===== src/opcode_decode_pkg.sv =====
// Package for the opcode decode and execute block.
// Assumes one core clock; program memory and internal RAM are outside.
package opcode_decode_pkg;

    // ************************************************************
    // Opcode patterns
    // ************************************************************
    localparam logic [4:0] CALL_LOW_PAT     = 5'h11;
    localparam logic [4:0] ADD_REG_PAT      = 5'h05;
    localparam logic [4:0] ADD_WITH_CARRY_REG_PAT     = 5'h07;
    localparam logic [6:0] ADD_IND_PAT      = 7'h13;
    localparam logic [6:0] ADD_WITH_CARRY_IND_PAT     = 7'h1B;
    localparam logic [7:0] ADD_DIR_OP       = 8'h25;
    localparam logic [7:0] ADD_IMM_OP       = 8'h24;
    localparam logic [7:0] ADD_WITH_CARRY_DIR_OP      = 8'h35;
    localparam logic [7:0] ADD_WITH_CARRY_IMM_OP      = 8'h34;
    localparam logic [7:0] CNT_DIR_OP       = 8'hD5;
    localparam logic [7:0] XRD_DATA_POINTER_OP      = 8'hE0;
    localparam logic [7:0] XWR_DATA_POINTER_OP      = 8'hF0;
    localparam logic [7:0] CLR_ACC_OP       = 8'hE4;
    localparam logic [7:0] CPL_ACC_OP       = 8'hF4;
    localparam logic [7:0] BIT_SET_C_OP        = 8'hD3;
    localparam logic [4:0] CNT_REG_PAT      = 5'h1B;
    localparam logic [4:0] MOV_A_REG_PAT    = 5'h1D;
    localparam logic [4:0] MOV_REG_A_PAT    = 5'h1F;

    // ************************************************************
    // Field positions and sizes, stack-pointer reset value
    // ************************************************************
    localparam int PAGE_LSB     = 11;
    localparam int OP_PAGE_LSB  = 5;
    localparam int BANK_SHIFT   = 3;
    localparam logic [7:0] SP_RESET = 8'h07;

    // ************************************************************
    // Carried types
    // ************************************************************
    typedef struct packed {
        logic cy;
        logic ac;
        logic ov;
    } flags_t;

    typedef struct packed {
        logic [7:0] sum;
        flags_t     flg;
    } add_res_t;

    typedef enum logic [3:0] {
        ST_FETCH, ST_BYTE2, ST_BYTE3, ST_OPND, ST_PTR, ST_PUSH_LO, ST_PUSH_HI,
        ST_CNT_WR, ST_XREAD
    } state_t;

    typedef struct packed {
        logic        we;
        logic [7:0]  addr;
        logic [7:0]  wdata;
    } ram_req_t;
endpackage


===== src/add_unit.sv =====
// Eight-bit adder with carry, auxiliary carry and signed excess.
// Assumes purely combinational use by the decoder.
`timescale 1ns/1ps
module add_unit (
    input  wire logic [7:0]                     a_i,
    input  wire logic [7:0]                     b_i,
    input  wire logic                           cin_i,
    output opcode_decode_pkg::add_res_t         res_o
);
    logic [4:0] low;
    logic [3:0] mid;
    logic [1:0] top;

    always_comb begin
        low = {1'b0, a_i[3:0]} + {1'b0, b_i[3:0]} + {4'h0, cin_i};
        mid = {1'b0, a_i[6:4]} + {1'b0, b_i[6:4]} + {3'h0, low[4]};
        top = {1'b0, a_i[7]} + {1'b0, b_i[7]} + {1'b0, mid[3]};
        res_o.sum    = {top[0], mid[2:0], low[3:0]};
        res_o.flg.cy = top[1];
        res_o.flg.ac = low[4];
        res_o.flg.ov = top[1] ^ mid[3];
    end
endmodule


===== src/opcode_decode_add_call.sv =====
// Decode and execute for call, add and upper-map data moves.
// Assumes program memory and internal RAM answer in the same cycle.
// Function
// - Call adds two, pushes return low first
// - Target from PC top, opcode bits, byte
// - Call stays in current 2K block
// - Call recognised by low bits 1 0001
// - Call leaves all flags unchanged
// - Add sets carry and aux carry
// - Signed excess is carry6 xor carry7
// - Add with carry includes carry flag
// - Decode add register, direct, indirect, immediate
// - Decode add with carry source modes
// - D5 branch, E0/F0 external moves
`timescale 1ns/1ps
module opcode_decode_add_call #(
    parameter int PC_W = 16
) (
    input  wire logic                    sys_clk_i,
    input  wire logic                    rst_i,
    input  wire logic [7:0]              code_data_i,
    output logic      [PC_W-1:0]         code_addr_o,
    input  wire logic [7:0]              ram_rdata_i,
    output opcode_decode_pkg::ram_req_t  ram_req_o,
    input  wire logic [1:0]              bank_sel_i,
    input  wire logic [15:0]             data_pointer_i,
    input  wire logic [7:0]              xram_rdata_i,
    output logic      [15:0]             xram_addr_o,
    output logic      [7:0]              xram_wdata_o,
    output logic                         xram_we_o,
    output logic      [7:0]              acc_o,
    output logic      [7:0]              stack_pointer_o,
    output opcode_decode_pkg::flags_t    flags_o,
    output logic      [PC_W-1:0]         program_counter_o
);
    typedef struct packed {
        opcode_decode_pkg::state_t   st;
        logic [PC_W-1:0]             pc;
        logic [7:0]                  sp;
        logic [7:0]                  acc;
        opcode_decode_pkg::flags_t   flg;
        logic [7:0]                  op;
        logic [7:0]                  b2;
        logic [7:0]                  opnd;
        opcode_decode_pkg::ram_req_t ram;
        logic [15:0]                 xaddr;
        logic [7:0]                  xwd;
        logic                        xwe;
    } core_t;

    core_t cur_reg;
    core_t cur_next;
    opcode_decode_pkg::add_res_t add_res;
    logic [7:0] add_b;
    logic       add_cin;

    // ************************************************************
    // Helper decode
    // ************************************************************
    function automatic logic [7:0] reg_addr(input logic [1:0] bank, input logic [2:0] r);
        reg_addr = {3'h0, bank, r};
    endfunction

    function automatic logic is_call(input logic [7:0] op);
        is_call = op[4:0] == opcode_decode_pkg::CALL_LOW_PAT;
    endfunction

    function automatic logic is_add(input logic [7:0] op);
        is_add = op[7:3] == opcode_decode_pkg::ADD_REG_PAT
              || op[7:1] == opcode_decode_pkg::ADD_IND_PAT
              || op == opcode_decode_pkg::ADD_DIR_OP
              || op == opcode_decode_pkg::ADD_IMM_OP;
    endfunction

    function automatic logic is_add_with_carry(input logic [7:0] op);
        is_add_with_carry = op[7:3] == opcode_decode_pkg::ADD_WITH_CARRY_REG_PAT
               || op[7:1] == opcode_decode_pkg::ADD_WITH_CARRY_IND_PAT
               || op == opcode_decode_pkg::ADD_WITH_CARRY_DIR_OP
               || op == opcode_decode_pkg::ADD_WITH_CARRY_IMM_OP;
    endfunction

    add_unit u_add (
        .a_i   (cur_reg.acc),
        .b_i   (add_b),
        .cin_i (add_cin),
        .res_o (add_res)
    );

    always_comb begin
        add_b   = cur_reg.opnd;
        add_cin = is_add_with_carry(cur_reg.op) ? cur_reg.flg.cy : 1'b0;
    end

    // ************************************************************
    // Sequencer
    // ************************************************************
    always_comb begin
        logic [PC_W-1:0] ret;
        ret = '0;
        cur_next = cur_reg;
        cur_next.ram.we = 1'b0;
        cur_next.xwe = 1'b0;
        case (cur_reg.st)
            opcode_decode_pkg::ST_FETCH: begin
                cur_next.op = code_data_i;
                cur_next.pc = cur_reg.pc + PC_W'(1);
                if (is_call(code_data_i) || code_data_i == opcode_decode_pkg::CNT_DIR_OP
                    || code_data_i == opcode_decode_pkg::ADD_DIR_OP
                    || code_data_i == opcode_decode_pkg::ADD_IMM_OP
                    || code_data_i == opcode_decode_pkg::ADD_WITH_CARRY_DIR_OP
                    || code_data_i == opcode_decode_pkg::ADD_WITH_CARRY_IMM_OP
                    || code_data_i[7:3] == opcode_decode_pkg::CNT_REG_PAT) begin
                    cur_next.st = opcode_decode_pkg::ST_BYTE2;
                end else if (code_data_i == opcode_decode_pkg::XRD_DATA_POINTER_OP) begin
                    cur_next.xaddr = data_pointer_i;
                    cur_next.st = opcode_decode_pkg::ST_XREAD;
                end else if (code_data_i == opcode_decode_pkg::XWR_DATA_POINTER_OP) begin
                    cur_next.xaddr = data_pointer_i;
                    cur_next.xwd = cur_reg.acc;
                    cur_next.xwe = 1'b1;
                end else if (code_data_i == opcode_decode_pkg::CLR_ACC_OP) begin
                    cur_next.acc = 8'h00;
                end else if (code_data_i == opcode_decode_pkg::CPL_ACC_OP) begin
                    cur_next.acc = ~cur_reg.acc;
                end else if (code_data_i == opcode_decode_pkg::BIT_SET_C_OP) begin
                    cur_next.flg.cy = 1'b1;
                end else if (code_data_i[7:3] == opcode_decode_pkg::MOV_REG_A_PAT) begin
                    cur_next.ram = '{1'b1, reg_addr(bank_sel_i, code_data_i[2:0]), cur_reg.acc};
                end else if (code_data_i[7:1] == opcode_decode_pkg::ADD_IND_PAT
                             || code_data_i[7:1] == opcode_decode_pkg::ADD_WITH_CARRY_IND_PAT) begin
                    cur_next.ram.addr = reg_addr(bank_sel_i, {2'b00, code_data_i[0]});
                    cur_next.st = opcode_decode_pkg::ST_PTR;
                end else if (is_add(code_data_i) || is_add_with_carry(code_data_i)
                             || code_data_i[7:3] == opcode_decode_pkg::MOV_A_REG_PAT) begin
                    cur_next.ram.addr = reg_addr(bank_sel_i, code_data_i[2:0]);
                    cur_next.st = opcode_decode_pkg::ST_OPND;
                end
            end
            opcode_decode_pkg::ST_BYTE2: begin
                cur_next.b2 = code_data_i;
                cur_next.pc = cur_reg.pc + PC_W'(1);
                cur_next.st = opcode_decode_pkg::ST_FETCH;
                if (is_call(cur_reg.op)) begin
                    // Return address is the PC incremented once more, past the second byte
                    ret = cur_reg.pc + PC_W'(1);
                    cur_next.sp = cur_reg.sp + 8'h01;
                    cur_next.ram = '{1'b1, cur_reg.sp + 8'h01, ret[7:0]};
                    cur_next.st = opcode_decode_pkg::ST_PUSH_HI;
                end else if (cur_reg.op == opcode_decode_pkg::ADD_IMM_OP
                             || cur_reg.op == opcode_decode_pkg::ADD_WITH_CARRY_IMM_OP) begin
                    cur_next.opnd = code_data_i;
                    cur_next.st = opcode_decode_pkg::ST_PUSH_LO;
                end else if (cur_reg.op == opcode_decode_pkg::CNT_DIR_OP) begin
                    cur_next.ram.addr = code_data_i;
                    cur_next.st = opcode_decode_pkg::ST_BYTE3;
                end else if (cur_reg.op[7:3] == opcode_decode_pkg::CNT_REG_PAT) begin
                    cur_next.ram.addr = reg_addr(bank_sel_i, cur_reg.op[2:0]);
                    cur_next.st = opcode_decode_pkg::ST_CNT_WR;
                end else begin
                    cur_next.ram.addr = code_data_i;
                    cur_next.st = opcode_decode_pkg::ST_OPND;
                end
            end
            opcode_decode_pkg::ST_BYTE3: begin
                // Three-byte branch: offset byte taken here
                cur_next.b2 = code_data_i;
                cur_next.pc = cur_reg.pc + PC_W'(1);
                cur_next.st = opcode_decode_pkg::ST_CNT_WR;
            end
            opcode_decode_pkg::ST_CNT_WR: begin
                cur_next.ram.we = 1'b1;
                cur_next.ram.wdata = ram_rdata_i - 8'h01;
                if (ram_rdata_i != 8'h01) begin
                    cur_next.pc = cur_reg.pc + PC_W'({{8{cur_reg.b2[7]}}, cur_reg.b2});
                end
                cur_next.st = opcode_decode_pkg::ST_FETCH;
            end
            opcode_decode_pkg::ST_PTR: begin
                cur_next.ram.addr = ram_rdata_i;
                cur_next.st = opcode_decode_pkg::ST_OPND;
            end
            opcode_decode_pkg::ST_OPND: begin
                cur_next.opnd = ram_rdata_i;
                if (cur_reg.op[7:3] == opcode_decode_pkg::MOV_A_REG_PAT) begin
                    cur_next.acc = ram_rdata_i;
                    cur_next.st = opcode_decode_pkg::ST_FETCH;
                end else begin
                    cur_next.st = opcode_decode_pkg::ST_PUSH_LO;
                end
            end
            opcode_decode_pkg::ST_PUSH_LO: begin
                // Reused as the add write-back step
                cur_next.acc = add_res.sum;
                cur_next.flg = add_res.flg;
                cur_next.st = opcode_decode_pkg::ST_FETCH;
            end
            opcode_decode_pkg::ST_PUSH_HI: begin
                cur_next.sp = cur_reg.sp + 8'h01;
                cur_next.ram = '{1'b1, cur_reg.sp + 8'h01, 8'(cur_reg.pc >> 8)};
                // Top five bits kept, so no leaving the 2K block
                cur_next.pc = {cur_reg.pc[PC_W-1:opcode_decode_pkg::PAGE_LSB],
                               cur_reg.op[7:opcode_decode_pkg::OP_PAGE_LSB],
                               cur_reg.b2};
                // Flags untouched on this path
                cur_next.flg = cur_reg.flg;
                cur_next.st = opcode_decode_pkg::ST_FETCH;
            end
            opcode_decode_pkg::ST_XREAD: begin
                cur_next.acc = xram_rdata_i;
                cur_next.st = opcode_decode_pkg::ST_FETCH;
            end
            default: cur_next.st = opcode_decode_pkg::ST_FETCH;
        endcase
    end

    always_ff @(posedge sys_clk_i or posedge rst_i) begin
        if (rst_i) begin
            cur_reg <= '0;
            cur_reg.sp <= opcode_decode_pkg::SP_RESET;
        end else begin
            cur_reg <= cur_next;
        end
    end

    assign code_addr_o       = cur_reg.pc;
    assign program_counter_o = cur_reg.pc;
    assign ram_req_o         = cur_reg.ram;
    assign xram_addr_o       = cur_reg.xaddr;
    assign xram_wdata_o      = cur_reg.xwd;
    assign xram_we_o         = cur_reg.xwe;
    assign acc_o             = cur_reg.acc;
    assign stack_pointer_o   = cur_reg.sp;
    assign flags_o           = cur_reg.flg;
endmodule


===== config.mk =====
export PLATFORM = sky130hd
export DESIGN_NAME = opcode_decode_add_call
export DESIGN_NICKNAME = d
export VERILOG_FILES = /design/src/opcode_decode_pkg.sv /design/src/add_unit.sv /design/src/opcode_decode_add_call.sv
export SDC_FILE = /design/constraint.sdc
export NUM_CORES = 1
export LEC_CHECK = 0
export ABC_AREA = 1
export BUFFER_PORTS_ARGS = -buffer_cell sky130_fd_sc_hd__buf_4
export CELL_PAD_IN_SITES_DETAIL_PLACEMENT = 0
export CELL_PAD_IN_SITES_GLOBAL_PLACEMENT = 1
export CORE_ASPECT_RATIO = 1.25
export CORE_UTILIZATION = 41
export DETAILED_ROUTE_END_ITERATION = 12
export PLACE_DENSITY = 0.88
export SLEW_MARGIN = 10
export SYNTH_ARGS = -nofsm -noshare
export SYNTH_HDL_FRONTEND = slang
export SYNTH_HIERARCHICAL = 1
export SYNTH_SLANG_ARGS = --single-unit

===== constraint.sdc =====
create_clock -name sys_clk_i -period 3.9 [get_ports sys_clk_i]
set_input_delay 0.39 -clock sys_clk_i [delete_from_list [all_inputs] [get_ports sys_clk_i]]
set_output_delay 0.39 -clock sys_clk_i [all_outputs]
set_load 0.03 [all_outputs]

==> results.yml <==
synth:
  yosys.cell_types.count: 50
  synthFlopType: "dfrtp_1"
  ys_ff_latch: 105
  synth_warnings: 6
  async_flop_share_pct: 100
  synth.area.top_cells: "dfrtp_1, nand2_1, buf_4"
  syn_area_sq_mm: 0.00816
  synth_cells: 1138
  seq_area_frac_synth_pct: 32.3
  synth_nets: 1212
  yosys.area.top_type_share_pct: 31.3
  synth_top_cell_by_area: "dfrtp_1"
  synth-edff-count: 0
  syn_area_per_cell_sq_um: 7.17
timing:
  min_period_ns: 3.56
  hold_viol: 0
  drv_slew: 0
  finClkSkew_ns: 0.00863
  tightest_slew_ns: 0.870
  fmax_mhz: 281
  tns_ns: 0
  rsz0062_at_grt: "no"
  layout_worst_path_cycle_share_pct: 91.4
  setup_viol: 0
  slew_headroom_pct: 42.0
  fin_hold_ws_ns: 0.230
cells_and_area:
  n_fill_cell: 2043
  insertedDiodeCount: 0
  drive_gt1_share_pct: 19.4
  design_area_sq_mm: 0.00902
  largest_reg_flops: 20
  most-common-layout-cells: "nand2_1, inv_1, buf_4"
  fin_nets: 1250
  utilization_pct: 46.3
  syn2layout_area_growth_pct: 10.6
  final_common_cell: "nand2_1"
setup_path:
  worstPathRequired_ns: 4.12
  crit_path_top_delay_cell: "fa_1"
  crit_top_cell: "inv_1"
  cp_top_family: "adder cells"
  timing.critical_path.buf_inv: 5
  crit_path_end_kind: "flip-flop"
  path_class: "flip-flop to flip-flop"
  worst-path-max-fanout: 3
  path_cells: "inv_1 -> nand3_1 -> nor3_2 -> inv_1 -> fa_1 -> inv_1 -> fa_1 -> a21oi_2 -> nor2_1 -> nor2_1 -> fa_1 -> inv_1 -> nand2_1 -> nand2_1 -> nand2_1 -> fa_1 -> inv_1 -> a21oi_1 -> o31ai_1 -> nand2_1 -> o21ai_0"
  crit_arrival_ns: 3.78
  start_kind: "flip-flop"
  cpPeakStageDelay_ns: 0.48
grt:
  grt_max_degree: 68
  grtUsageTotal_pct: 23.4
  grt-ovfl-total: 0
  grt_pass1_wl_um: 37400
  antenna_found_initial: 0
  grt_pass1_vias: 7219
clock_network:
  cts_tree: "yes"
  clk_latency_ns: 0.35
  htree_levels: 3
  clk_path_buf_depth: 2
  cts_hold_buf: 0
  cts_resized: 0
  cts_made_buffers: 9
  clkTransAtPathRegs_ns: 0.08
  cts_setup_buffers: 0
  clock_sinks: 105
  cts-root-buf: "clkbuf_16"
power:
  peakVddDrop_uv: 361
  p_leak_nw: 4.81
  powerDensity_mw_per_mm2: 891
drt:
  drc: 0
  num_vias: 7416
  firstDrtPassIters: 6
  wl_per_cell_um: 16.1
  ant_nets: 0
  drt_wl_total_um: 23300
  drtIter0Drc: 460
  routed_via_density: 5.13
die:
  die_w_um: 128
  core.rowCount: 57
  io_pins: 137
  dieHeight_um: 160
  initial_core_util_pct: 41.9
  fp.coreArea_sq_mm: 0.0195
  dieArea_sq_mm: 0.0205
placed_design:
  place_hpwl_um: 18200
  portBuffers: 136
  dpl_cell_area_sq_mm: 0.00871
  place.gp.congestion: 0.903
run:
  drv_cap: 0
worst_hold_path:
  hold_class: "input pin to asynchronous set/reset pin"
status:
  status: "finished clean"
[synth_stat cells, types with 7 or more instances]
cell,number
a21oi_1,50
buf_4,98
dfrtp_1,102
ha_1,24
inv_1,142
inv_2,15
mux2_2,7
mux2_4,9
nand2_1,292
nand3_1,81
nand4_1,13
nor2_1,105
nor2_2,8
nor2_4,8
nor3_1,12
o21ai_0,63
o21ai_1,7
o21ai_2,7
xor2_1,13
[layer usage]
layer	wire (um)	track usage, %	share of wire [%]
met5	0	0	0
met4	921	11.1	4.0
met3	904	2.38	3.9
met2	11900	41.7	51
met1	9530	28.1	41
[cells by family after synthesis]
| logic type | count (synthesis) | share of synthesized area [%] |
|---|---|---|
| flops | 105 | 32.3 |
| buf+inv | 267 | 17.3 |
| compound gates | 164 | 11.8 |
| mux | 16 | 2.62 |
| simple gates | 540 | 29.1 |
| xor+xnor | 16 | 1.72 |
| fa+ha+maj | 30 | 5.15 |
[report_power, final]
group          internal (W)  switching, W
Sequential          0.00152      0.000518
Clock              0.000520      0.000439
Combinational       0.00173       0.00331
Total               0.00377       0.00427
[path summary, 6_finish.rpt]
check / start / end / slack, ns / cells past startpoint
worst max-delay path: cur_reg[65]$_DFFE_PP0P_ / acc_o[7]$_DFFE_PP0P_ / 0.34 / 21
worst min-delay path: rst_i / code_addr_o[11]$_DFFE_PP0P_ / 0.23 / 2
worst max register to register: cur_reg[65]$_DFFE_PP0P_ / acc_o[7]$_DFFE_PP0P_ / 0.34 / 21
worst min register to register: stack_pointer_o[1]$_DFFE_PP1P_ / stack_pointer_o[1]$_DFFE_PP1P_ / 0.49 / 2
max in group asynchronous: rst_i / add_b[6]$_DFFE_PP0P_ / 2.96 / 3
min in group sys_clk_i: data_pointer_i[3] / xram_addr_o[3]$_DFFE_PP0P_ / 0.26 / 2
[per-stage QoR]
step / total power (W) / cells / setup WS, ns
final: 0.00804 / 1446 / 0.336
after CTS: 0.00806 / 1446 / 0.311
after floorplan: 0.00612 / 1138 / 0.754
after global placement: 0.00701 / 1430 / 0.423
after detailed placement: 0.00709 / 1430 / 0.329
after global routing: 0.00878 / 1446 / 0.0450
[final cells by class]
| cell class | count | area [sq um] | share of cell area (%) |
|---|---|---|---|
| clock buffers | 11 | 243 | 2.69 |
| clock inverters | 5 | 62.6 | 0.693 |
| inverters | 157 | 592 | 6.56 |
| multi-input cells | 766 | 4120 | 45.7 |
| flip-flops and latches | 105 | 2630 | 29.2 |
| well taps | 265 | 332 | 3.67 |
| repair buffers | 137 | 1040 | 11.5 |
Power figures use the tool's default switching activity.
